<file path="config.mk">
export PLATFORM = sky130hd
export DESIGN_NAME = stir_top
export DESIGN_NICKNAME = d
export VERILOG_FILES = /design/src/stir_pkg.sv /design/src/stir_top.sv
export VERILOG_INCLUDE_DIRS = /design/src
export SDC_FILE = /design/constraint.sdc
export NUM_CORES = 1
export LEC_CHECK = 0
export BUFFER_PORTS_ARGS = -buffer_cell sky130_fd_sc_hd__clkbuf_2
export CAP_MARGIN = 20
export CORE_MARGIN = 2
export CORE_UTILIZATION = 50
export DETAILED_ROUTE_END_ITERATION = 8
export PLACE_DENSITY = 0.75
export SLEW_MARGIN = 10
export SYNTH_ARGS = -nofsm -noshare
export SYNTH_HDL_FRONTEND = slang
export SYNTH_SLANG_ARGS = --single-unit
</file>
<file path="constraint.sdc">
create_clock -name ref_clk_i -period 7.5 [get_ports ref_clk_i]
set_input_delay 0.375 -clock ref_clk_i [delete_from_list [all_inputs] [get_ports ref_clk_i]]
set_output_delay 0.375 -clock ref_clk_i [all_outputs]
set_load 0.05 [all_outputs]
</file>
<file path="src/stir_cfg.svh">
`ifndef STIR_CFG_SVH
`define STIR_CFG_SVH

// Last oversampling tick of an asynchronous bit (ticks 0 to 15, sixteen per bit)
`define STIR_OS_LAST    4'hF
// Tick on which the three voted samples are complete
`define STIR_OS_VOTE    4'h9
// Length of a three-sixteenths infrared pulse in ticks
`define STIR_IR_316     4'h3
// Decoded low time after an infrared pulse, in ticks
`define STIR_IR_HOLD    5'h10
`define STIR_DATA_W     9
`define STIR_FIFO_DEPTH 4
`define STIR_SPI_BITS   4'h8
`define STIR_MAX_BITS   4'h9
`define STIR_MASK_ALL   9'h1ff

`endif

</file>
<file path="src/stir_pkg.sv">
package stir_pkg;

    typedef enum logic [1:0] {
        STIR_ASYNC,
        STIR_SYNC_MST,
        STIR_SYNC_SLV,
        STIR_SPI_MST
    } stir_mode_t;

    typedef enum logic [1:0] {
        STIR_IR_OFF,
        STIR_IR_3_16,
        STIR_IR_FIXED
    } stir_ir_t;

    typedef enum {T_IDLE, T_START, T_DATA, T_PAR, T_STOP} stir_tx_st_t;
    typedef enum {R_IDLE, R_START, R_DATA, R_PAR, R_STOP} stir_rx_st_t;

    typedef struct packed {
        stir_mode_t  mode;
        logic [3:0]  nbits;
        logic        two_stop;
        logic        par_en;
        logic        par_odd;
        logic        mpcm;
        logic        lsb_first;
        logic        tx_en;
        logic        rx_en;
        stir_ir_t    ir;
        logic [7:0]  ir_width;
        logic [15:0] baud_inc;
        logic        en_txc;
        logic        en_dre;
        logic        en_rxc;
    } stir_cfg_t;

    typedef struct packed {
        logic       perr;
        logic       ferr;
        logic [8:0] data;
    } stir_rx_word_t;

endpackage

</file>
<file path="src/stir_top.sv">
`timescale 1ns/100ps
`include "stir_cfg.svh"

module stir_fifo #(
    parameter int W     = `STIR_DATA_W,
    parameter int DEPTH = `STIR_FIFO_DEPTH
) (
    input  wire logic         ref_clk_i,
    input  wire logic         reset_i,
    input  wire logic         in_valid_i,
    output logic              in_ready_o,
    input  wire logic [W-1:0] in_data_i,
    output logic              out_valid_o,
    input  wire logic         out_ready_i,
    output logic [W-1:0]      out_data_o
);
    localparam int AW = (DEPTH > 1) ? $clog2(DEPTH) : 1;
    logic [W-1:0]  mem [DEPTH];
    logic [AW-1:0] wr_ff;
    logic [AW-1:0] rd_ff;
    logic [AW:0]   cnt_ff;
    logic [AW:0]   nxt_cnt;
    logic          ready_ff;
    logic          empty_ff;
    logic          push;
    logic          pop;

    // Ready is kept as its own flop so the top output needs no gate
    assign push        = in_valid_i & ready_ff;
    assign pop         = ~empty_ff & out_ready_i;
    assign in_ready_o  = ready_ff;
    assign out_valid_o = ~empty_ff;
    assign out_data_o  = mem[rd_ff];

    always_comb begin
        nxt_cnt = cnt_ff;
        if (push & ~pop) begin
            nxt_cnt = cnt_ff + 1'b1;
        end else if (pop & ~push) begin
            nxt_cnt = cnt_ff - 1'b1;
        end
    end

    always_ff @(posedge ref_clk_i) begin
        if (push) begin
            mem[wr_ff] <= in_data_i;
        end
    end

    always_ff @(posedge ref_clk_i or posedge reset_i) begin
        if (reset_i) begin
            wr_ff    <= '0;
            rd_ff    <= '0;
            cnt_ff   <= '0;
            ready_ff <= 1'b1;
            empty_ff <= 1'b1;
        end else begin
            if (push) begin
                wr_ff <= (wr_ff == AW'(DEPTH - 1)) ? '0 : wr_ff + 1'b1;
            end
            if (pop) begin
                rd_ff <= (rd_ff == AW'(DEPTH - 1)) ? '0 : rd_ff + 1'b1;
            end
            cnt_ff   <= nxt_cnt;
            ready_ff <= nxt_cnt != (AW + 1)'(DEPTH);
            empty_ff <= nxt_cnt == '0;
        end
    end
endmodule

module stir_top
    import stir_pkg::*;
(
    input  wire logic       ref_clk_i,
    input  wire logic       reset_i,
    input  wire stir_cfg_t  cfg_i,
    input  wire logic       tx_valid_i,
    input  wire logic [8:0] tx_data_i,
    output logic            tx_ready_o,
    output logic            rx_valid_o,
    input  wire logic       rx_ready_i,
    output logic [8:0]      rx_data_o,
    output logic            rx_perr_o,
    output logic            rx_ferr_o,
    output logic            ovf_o,
    input  wire logic       ovf_clr_i,
    output logic            txc_o,
    input  wire logic       txc_clr_i,
    output logic            irq_txc_o,
    output logic            irq_dre_o,
    output logic            irq_rxc_o,
    output logic            txd_o,
    input  wire logic       rxd_i,
    input  wire logic       xck_i,
    output logic            xck_o,
    output logic            xck_oe_o
);
    stir_tx_st_t   tx_st_ff;
    stir_rx_st_t   rx_st_ff;
    stir_rx_word_t rx_word_ff;
    logic [15:0] acc_ff;
    logic        tick_ff;
    logic [2:0]  xs_ff;
    logic [1:0]  rs_ff;
    logic [2:0]  v_ff;
    logic [4:0]  dec_ff;
    logic        xck_ff;
    logic        oe_ff;
    logic [3:0]  tx_os_ff;
    logic [3:0]  tx_cnt_ff;
    logic [8:0]  tx_sh_ff;
    logic        tx_par_ff;
    logic        tx_bit_ff;
    logic        txc_ff;
    logic        txd_ff;
    logic [7:0]  ir_cnt_ff;
    logic [3:0]  rx_os_ff;
    logic [3:0]  rx_cnt_ff;
    logic [8:0]  rx_sh_ff;
    logic [8:0]  nxt_rx_sh;
    logic        rx_pc_ff;
    logic        rx_pe_ff;
    logic        rx_addr_ff;
    logic        rx_valid_ff;
    logic        ovf_ff;
    logic        irq_txc_ff;
    logic        irq_dre_ff;
    logic        irq_rxc_ff;
    logic        spi;
    logic        asyn;
    logic        mst;
    logic        ir_on;
    logic [3:0]  nb;
    logic [8:0]  mask;
    logic        rise;
    logic        fall;
    logic        busy;
    logic        tx_step;
    logic        tx_last;
    logic        tx_load;
    logic        tx_done;
    logic        f_ready;
    logic        f_valid;
    logic [8:0]  f_data;
    logic        line;
    logic        vote;
    logic        samp;
    logic        bitv;
    logic        rx_fin;
    logic        rx_keep;
    logic        ir_out;

    assign spi   = cfg_i.mode == STIR_SPI_MST;
    assign asyn  = cfg_i.mode == STIR_ASYNC;
    assign mst   = spi | (cfg_i.mode == STIR_SYNC_MST);
    // infrared codec usable in asynchronous mode only
    assign ir_on = asyn & (cfg_i.ir != STIR_IR_OFF);
    // data width from configuration; SPI fixed to a byte
    assign nb    = spi ? `STIR_SPI_BITS : cfg_i.nbits;
    assign mask  = ~(`STIR_MASK_ALL << nb);

    // fractional accumulator, tick rate = clk * inc / 65536
    always_ff @(posedge ref_clk_i or posedge reset_i) begin
        if (reset_i) begin
            acc_ff  <= '0;
            tick_ff <= 1'b0;
        end else begin
            {tick_ff, acc_ff} <= {1'b0, acc_ff} + {1'b0, cfg_i.baud_inc};
        end
    end

    // Pins cross into this clock through two stages before use
    always_ff @(posedge ref_clk_i or posedge reset_i) begin
        if (reset_i) begin
            xs_ff <= '0;
            rs_ff <= 2'h3;
        end else begin
            xs_ff <= {xs_ff[1:0], xck_i};
            rs_ff <= {rs_ff[0], rxd_i};
        end
    end

    // master clock toggles at most once per tick, so at most clk/2
    always_ff @(posedge ref_clk_i or posedge reset_i) begin
        if (reset_i) begin
            xck_ff <= 1'b0;
            oe_ff  <= 1'b0;
        end else begin
            oe_ff <= mst;
            if (!mst || !busy) begin
                xck_ff <= 1'b0;
            end else if (tick_ff) begin
                xck_ff <= ~xck_ff;
            end
        end
    end

    // slave edges come from the synchronised external clock
    assign rise = mst ? (tick_ff & busy & ~xck_ff) : (xs_ff[1] & ~xs_ff[2]);
    assign fall = mst ? (tick_ff & busy & xck_ff) : (xs_ff[2] & ~xs_ff[1]);

    // four-word buffer ahead of the shifter
    stir_fifo #(
        .W     (`STIR_DATA_W),
        .DEPTH (`STIR_FIFO_DEPTH)
    ) u_txf (
        .ref_clk_i   (ref_clk_i),
        .reset_i     (reset_i),
        .in_valid_i  (tx_valid_i),
        .in_ready_o  (f_ready),
        .in_data_i   (tx_data_i),
        .out_valid_o (f_valid),
        .out_ready_i (tx_load),
        .out_data_o  (f_data)
    );

    assign busy    = tx_st_ff != T_IDLE;
    // sixteen ticks per asynchronous bit, at most clk/16
    assign tx_step = asyn ? (tick_ff & (tx_os_ff == `STIR_OS_LAST)) : fall;
    assign tx_last = tx_step & (((tx_st_ff == T_STOP) &
                     (~cfg_i.two_stop | tx_cnt_ff[0])) |
                     (spi & (tx_st_ff == T_DATA) &
                     (tx_cnt_ff == nb - 4'h1)));
    // next word loads on the last step, no idle bit between
    assign tx_load = f_valid & cfg_i.tx_en & (~busy | tx_last);
    assign tx_done = tx_last & ~tx_load;

    always_ff @(posedge ref_clk_i or posedge reset_i) begin
        if (reset_i) begin
            tx_os_ff <= '0;
        end else if (tx_load) begin
            tx_os_ff <= '0;
        end else if (tick_ff & busy) begin
            tx_os_ff <= tx_os_ff + 4'h1;
        end
    end

    always_ff @(posedge ref_clk_i or posedge reset_i) begin
        if (reset_i) begin
            tx_st_ff  <= T_IDLE;
            tx_cnt_ff <= '0;
            tx_sh_ff  <= '0;
            tx_par_ff <= 1'b0;
            tx_bit_ff <= 1'b1;
        end else if (tx_load) begin
            tx_sh_ff  <= f_data;
            // parity over the configured data bits only
            tx_par_ff <= (^(f_data & mask)) ^ cfg_i.par_odd;
            tx_cnt_ff <= '0;
            // SPI skips the start bit; start bit low
            tx_st_ff  <= spi ? T_DATA : T_START;
            tx_bit_ff <= spi ? (cfg_i.lsb_first ? f_data[0] : f_data[7])
                             : 1'b0;
        end else if (tx_step) begin
            case (tx_st_ff)
                T_START: begin
                    tx_st_ff  <= T_DATA;
                    tx_bit_ff <= tx_sh_ff[0];
                end
                T_DATA: begin
                    if (tx_cnt_ff == nb - 4'h1) begin
                        tx_cnt_ff <= '0;
                        tx_bit_ff <= (cfg_i.par_en & ~spi) ? tx_par_ff : 1'b1;
                        tx_st_ff  <= spi ? T_IDLE
                                   : cfg_i.par_en ? T_PAR : T_STOP;
                    end else begin
                        tx_cnt_ff <= tx_cnt_ff + 4'h1;
                        // bit order chosen in SPI mode
                        if (spi & ~cfg_i.lsb_first) begin
                            tx_sh_ff  <= tx_sh_ff << 1;
                            tx_bit_ff <= tx_sh_ff[6];
                        end else begin
                            tx_sh_ff  <= tx_sh_ff >> 1;
                            tx_bit_ff <= tx_sh_ff[1];
                        end
                    end
                end
                T_PAR: begin
                    tx_st_ff  <= T_STOP;
                    tx_bit_ff <= 1'b1;
                end
                T_STOP: begin
                    // one or two high stop bits
                    tx_bit_ff <= 1'b1;
                    if (tx_last) begin
                        tx_st_ff <= T_IDLE;
                    end else begin
                        tx_cnt_ff <= tx_cnt_ff + 4'h1;
                    end
                end
                default: tx_st_ff <= T_IDLE;
            endcase
        end
    end

    // pulse marks a zero bit; width 3/16 bit or programmed clocks
    always_ff @(posedge ref_clk_i or posedge reset_i) begin
        if (reset_i) begin
            ir_cnt_ff <= '0;
        end else if (tx_load | tx_step) begin
            ir_cnt_ff <= cfg_i.ir_width;
        end else if (ir_cnt_ff != '0) begin
            ir_cnt_ff <= ir_cnt_ff - 8'h01;
        end
    end
    assign ir_out = ~tx_bit_ff & busy & ((cfg_i.ir == STIR_IR_3_16) ?
                    (tx_os_ff < `STIR_IR_316) : (ir_cnt_ff != '0));

    // Decoder holds the line low one bit time after each pulse
    always_ff @(posedge ref_clk_i or posedge reset_i) begin
        if (reset_i) begin
            dec_ff <= '0;
        end else if (rs_ff[1]) begin
            dec_ff <= `STIR_IR_HOLD;
        end else if (tick_ff & (dec_ff != '0)) begin
            dec_ff <= dec_ff - 5'h01;
        end
    end
    assign line = ir_on ? (dec_ff == '0) : rs_ff[1];

    // majority of three oversamples as a low-pass filter
    always_ff @(posedge ref_clk_i or posedge reset_i) begin
        if (reset_i) begin
            v_ff <= 3'h7;
        end else if (tick_ff) begin
            v_ff <= {v_ff[1:0], line};
        end
    end
    assign vote = (v_ff[0] & v_ff[1]) | (v_ff[0] & v_ff[2]) |
                  (v_ff[1] & v_ff[2]);
    assign samp = asyn ? (tick_ff & (rx_os_ff == `STIR_OS_VOTE)) : rise;
    assign bitv = asyn ? vote : line;

    always_comb begin
        nxt_rx_sh = rx_sh_ff;
        if ((rx_st_ff == R_DATA) & samp) begin
            nxt_rx_sh = (spi & ~cfg_i.lsb_first) ? {rx_sh_ff[7:0], bitv}
                                                 : {bitv, rx_sh_ff[8:1]};
        end
    end

    assign rx_fin  = samp & ((rx_st_ff == R_STOP) | (spi &
                     (rx_st_ff == R_DATA) & (rx_cnt_ff == nb - 4'h1)));
    // unaddressed receiver drops frames whose address bit is clear
    assign rx_keep = rx_fin & cfg_i.rx_en &
                     ~(cfg_i.mpcm & ~spi & ~rx_addr_ff);

    always_ff @(posedge ref_clk_i or posedge reset_i) begin
        if (reset_i) begin
            rx_st_ff   <= R_IDLE;
            rx_os_ff   <= '0;
            rx_cnt_ff  <= '0;
            rx_sh_ff   <= '0;
            rx_pc_ff   <= 1'b0;
            rx_pe_ff   <= 1'b0;
            rx_addr_ff <= 1'b0;
        end else begin
            rx_sh_ff <= nxt_rx_sh;
            if (tick_ff) begin
                rx_os_ff <= rx_os_ff + 4'h1;
            end
            case (rx_st_ff)
                R_IDLE: begin
                    rx_cnt_ff <= '0;
                    rx_pc_ff  <= 1'b0;
                    rx_pe_ff  <= 1'b0;
                    rx_os_ff  <= '0;
                    if (~cfg_i.rx_en) begin
                        rx_st_ff <= R_IDLE;
                    end else if (spi) begin
                        rx_st_ff <= tx_load ? R_DATA : R_IDLE;
                    // a low level after idle high starts a frame
                    end else if ((asyn ? tick_ff : rise) & ~line) begin
                        rx_st_ff <= asyn ? R_START : R_DATA;
                    end
                end
                R_START: begin
                    // start not confirmed at mid bit is dropped
                    if (samp) begin
                        rx_st_ff <= bitv ? R_IDLE : R_DATA;
                    end
                end
                R_DATA: begin
                    if (samp) begin
                        rx_pc_ff <= rx_pc_ff ^ bitv;
                        if (rx_cnt_ff == nb - 4'h1) begin
                            // last data bit is the address mark
                            rx_addr_ff <= bitv;
                            rx_st_ff   <= spi ? R_IDLE
                                        : cfg_i.par_en ? R_PAR : R_STOP;
                        end else begin
                            rx_cnt_ff <= rx_cnt_ff + 4'h1;
                        end
                    end
                end
                R_PAR: begin
                    if (samp) begin
                        rx_pe_ff <= rx_pc_ff ^ bitv ^ cfg_i.par_odd;
                        rx_st_ff <= R_STOP;
                    end
                end
                R_STOP: begin
                    if (samp) begin
                        rx_st_ff <= R_IDLE;
                    end
                end
                default: rx_st_ff <= R_IDLE;
            endcase
        end
    end

    // hold register, framing and overrun flags
    always_ff @(posedge ref_clk_i or posedge reset_i) begin
        if (reset_i) begin
            rx_valid_ff <= 1'b0;
            rx_word_ff  <= '0;
            ovf_ff      <= 1'b0;
        end else begin
            ovf_ff <= (rx_keep & rx_valid_ff & ~rx_ready_i) |
                      (ovf_ff & ~ovf_clr_i);
            if (rx_keep & (~rx_valid_ff | rx_ready_i)) begin
                rx_valid_ff     <= 1'b1;
                rx_word_ff.data <= ((spi & ~cfg_i.lsb_first) ? nxt_rx_sh
                                   : nxt_rx_sh >> (`STIR_MAX_BITS - nb))
                                   & mask;
                rx_word_ff.perr <= rx_pe_ff & ~spi;
                rx_word_ff.ferr <= (rx_st_ff == R_STOP) & ~bitv;
            end else if (rx_ready_i) begin
                rx_valid_ff <= 1'b0;
            end
        end
    end

    // three separately enabled sources; same in SPI mode
    always_ff @(posedge ref_clk_i or posedge reset_i) begin
        if (reset_i) begin
            txc_ff     <= 1'b0;
            irq_txc_ff <= 1'b0;
            irq_dre_ff <= 1'b0;
            irq_rxc_ff <= 1'b0;
            txd_ff     <= 1'b1;
        end else begin
            txc_ff     <= tx_done | (txc_ff & ~txc_clr_i);
            irq_txc_ff <= txc_ff & cfg_i.en_txc;
            irq_dre_ff <= f_ready & cfg_i.tx_en & cfg_i.en_dre;
            irq_rxc_ff <= rx_valid_ff & cfg_i.en_rxc;
            txd_ff     <= ir_on ? ir_out : tx_bit_ff;
        end
    end

    assign tx_ready_o = f_ready;
    assign rx_valid_o = rx_valid_ff;
    assign rx_data_o  = rx_word_ff.data;
    assign rx_perr_o  = rx_word_ff.perr;
    assign rx_ferr_o  = rx_word_ff.ferr;
    assign ovf_o      = ovf_ff;
    assign txc_o      = txc_ff;
    assign irq_txc_o  = irq_txc_ff;
    assign irq_dre_o  = irq_dre_ff;
    assign irq_rxc_o  = irq_rxc_ff;
    assign txd_o      = txd_ff;
    assign xck_o      = xck_ff;
    assign xck_oe_o   = oe_ff;
endmodule

</file>
==> results.sh <==
export IMPL_reg2reg_depth=8
export IMPL_clock_path_buffers=2
export IMPL_synth_seq_area_share_pct=46.4
export IMPL_end_kind="register"
export IMPL_postRouteAntennaNets=0
export IMPL_final_cell_mix="106 x nand2_1, 103 x dfrtp_1, 79 x clkbuf_2"
export IMPL_die_h_um=134
export IMPL_final_common_cell="nand2_1"
export IMPL_placed_cell_area_mm2=0.00896
export IMPL_syn_to_final_growth_pct=13.5
export IMPL_path_depth=13
export IMPL_port_buffers=79
export IMPL_syn_inst=826
export IMPL_rsz0062_at_grt="no"
export IMPL_cp_arrival_ps=4030
export IMPL_synth_edf_count=36
export IMPL_worstPathCellList="clkbuf_2 > and2_1 > nor2_1 > inv_1 > ha_1 > xor2_1 > nand2_1 > nor4_1 > o21a_1 > o21a_1 > mux2i_1 > xor2_1 > o21ba_2"
export IMPL_maxSlewHeadroom_pct=34.3
export IMPL_drive_gt1_share_pct=19.1
export IMPL_tightest_slew_ps=986
export IMPL_cts_made_buffers=17
export IMPL_place_congestion=0.868
export IMPL_fin_crit_ps=3680
export IMPL_synth_area_leaders="dfrtp_1 31%, edfxtp_1 13%, ha_1 5.5%"
export IMPL_fp_dieW_um=134
export IMPL_insertion_delay_ps=430
export IMPL_first_iter_violations=408
export IMPL_grt_overflow_total=0
export IMPL_wirelength_mm=18.2
export IMPL_hold_class="in2async"
export IMPL_grt_util_all_layers_pct=21.3
export IMPL_worst_path_largest_cell_delay_ps=730
export IMPL_cts_resized=0
export IMPL_grt_pass1_wl_mm=30.1
export IMPL_post_route_drc_count=0
export IMPL_cp_max_fo=27
export IMPL_drt_pass1_iter_count=5
export IMPL_final_cell_area_mm2=0.00953
export IMPL_synth_top_cell_by_area="dfrtp_1"
export IMPL_p_leak_nw=4.10
export IMPL_yosysTopAreaCellShare_pct=30.7
export IMPL_cp_start_kind="primary input"
export IMPL_slew_viol_final=0
export IMPL_syn_avg_cell_area_um2=10.2
export IMPL_maxCapViolations=0
export IMPL_num_vias=6394
export IMPL_htreeDepth=4
export IMPL_grt_pass1_vias=6080
export IMPL_setup_viol=0
export IMPL_diodes=0
export IMPL_hpwlAfterDp_mm=12.9
export IMPL_root_buffer="clkbuf_16"
export IMPL_fin_worst_skew_ps=8.54
export IMPL_critPathKind="in2reg"
export IMPL_cp_required_ps=7860
export IMPL_async_flop_share_pct=75.7
export IMPL_power_density_mw_per_mm2=378
export IMPL_cts_sinks=148
export IMPL_avgRoutedWirePerCell_um=16.1
export IMPL_cts_clk_slew_worst_paths_ps=60
export IMPL_pin_count=80
export IMPL_cts_tree="built"
export IMPL_fin_setup_tns_ps=0
export IMPL_synth_warnings=0
export IMPL_ys_ff_latch=148
export IMPL_dieArea_mm2=0.0178
export IMPL_cts_hold_buf=0
export IMPL_fmax_mhz=272
export IMPL_synth_ff_type="dfrtp_1"
export IMPL_outcome="complete, no violations"
export IMPL_rows=47
export IMPL_critPathBufInv=2
export IMPL_worst_hold_slack_ps=22.9
export IMPL_synth_fp_nets=923
export IMPL_yosysUniqueCellTypes=73
export IMPL_nets=993
export IMPL_cp_top_family="compound AO/OA/AOI/OAI gates"
export IMPL_grt_max_degree=63
export IMPL_start_util_pct=50.8
export IMPL_cts_setup_buffers=0
export IMPL_cpMaxStageDelayCell="o21a_1"
export IMPL_finalCritPeriodShare_pct=49.0
export IMPL_synth_area_mm2=0.00840
export IMPL_core_mm2=0.0165
export IMPL_hold_viol=0
export IMPL_peakVddDrop_mv=0.233
export IMPL_viasPerCell=5.66
export IMPL_antenna_found_initial=0
-- metal layers --
metal | vias to the layer above | routed length [µm] | track usage (%)
li1 | 3124 | - | -
met1 | 3096 | 8380 | 28.8
met2 | 150 | 8570 | 33.9
met3 | 24 | 883 | 5.33
met4 | 0 | 319 | 6.91
met5 | - | 0 | 0
-- layout make-up --
| class | count | area [µm²] |
|---|---|---|
| Inverter | 35 | 134 |
| Clock buffer | 17 | 425 |
| Multi-Input combinational cell | 610 | 4230 |
| Fill cell | 1452 | 6990 |
| Sequential cell | 148 | 3890 |
| Timing Repair Buffer | 84 | 433 |
| Tap cell | 220 | 275 |
| Clock inverter | 15 | 144 |
-- worst register-to-register path, stage by stage, from the launching register on --
cell and delay, ps:
dfrtp_1 730, nand2b_1 150, or3_1 410, a21oi_2 760, mux2_2 490, mux4_2 500
nand3_1 100, a311oi_1 120, a21o_1 160
-- path summary, 6_finish.rpt --
path | startpoint | end | slack [ps]
setup / recovery | cfg_i[41] | u_txf.empty_ff | 3820
hold / removal | reset_i | acc_ff[9] | 20
setup reg to reg | tick_ff | rx_data_o[1] | 3970
hold reg to reg | rs_ff[0] | rs_ff[1] | 360
max in group asynchronous | reset_i | rx_sh_ff[7] | 6250
min in group ref_clk_i | rxd_i | rs_ff[0] | 20
-- power breakdown --
part	switching [mW]	internal (mW)
clock network	0.362	0.463
registers	0.232	1.10
logic	0.796	0.650
-- Yosys cell counts (3+ instances only) --
cell type / number
nand2_1: 106
dfrtp_1: 103
nor2_1: 59
a21oi_1: 49
o21ai_0: 47
ha_1: 37
edfxtp_1: 36
inv_1: 35
xnor2_1: 35
mux2_2: 24
clkbuf_1: 19
nand3_1: 16
xor2_1: 16
mux2i_1: 15
nor3_1: 14
mux4_2: 12
nand2b_1: 12
nor2b_1: 12
o31ai_1: 11
a211oi_1: 10
buf_2: 10
a21o_1: 9
a31oi_1: 9
and2_1: 9
dfstp_2: 9
and3_1: 8
o22ai_1: 8
nor4_1: 6
nand3b_1: 5
nor3b_1: 5
o211ai_1: 5
o21a_1: 5
or3_1: 5
a22o_1: 4
a221o_1: 3
a32oi_1: 3
nand4_1: 3
nor4b_1: 3
o211a_1: 3
or4_1: 3
-- cells by family (layout without fill, tap and decap cells) --
kind of cell	after synthesis	count (layout)	synth area share [%]
compound gates	193	193	15.0
flops	148	148	46.4
fa+ha+maj	39	39	5.87
xor+xnor	51	51	5.32
mux	51	51	8.22
buf+inv	68	151	3.29
simple gates	276	276	15.9
-- flip-flops by register name (all words and copies together), names as in the netlist, 4 cells and up --
register,cells
tx_sh_ff,9
tx_cnt_ff,4
u_txf.mem,36
rx_os_ff,4
rx_cnt_ff,4
acc_ff,16
dec_ff,5
rx_data_o,9
ir_cnt_ff,8
tx_os_ff,4
rx_sh_ff,9
-- through the flow --
stage	worst slack (ps)	util [%]	power, mW	std cells
detailed placement	3440	54.2	2.78	1097
CTS	3890	57.7	3.62	1129
finish	3820	57.7	3.60	1129
floorplan	4180	-	2.45	826
global route	3580	57.7	3.87	1129
global placement	3600	54.2	2.74	1097
Power figures use the tool's default switching activity.
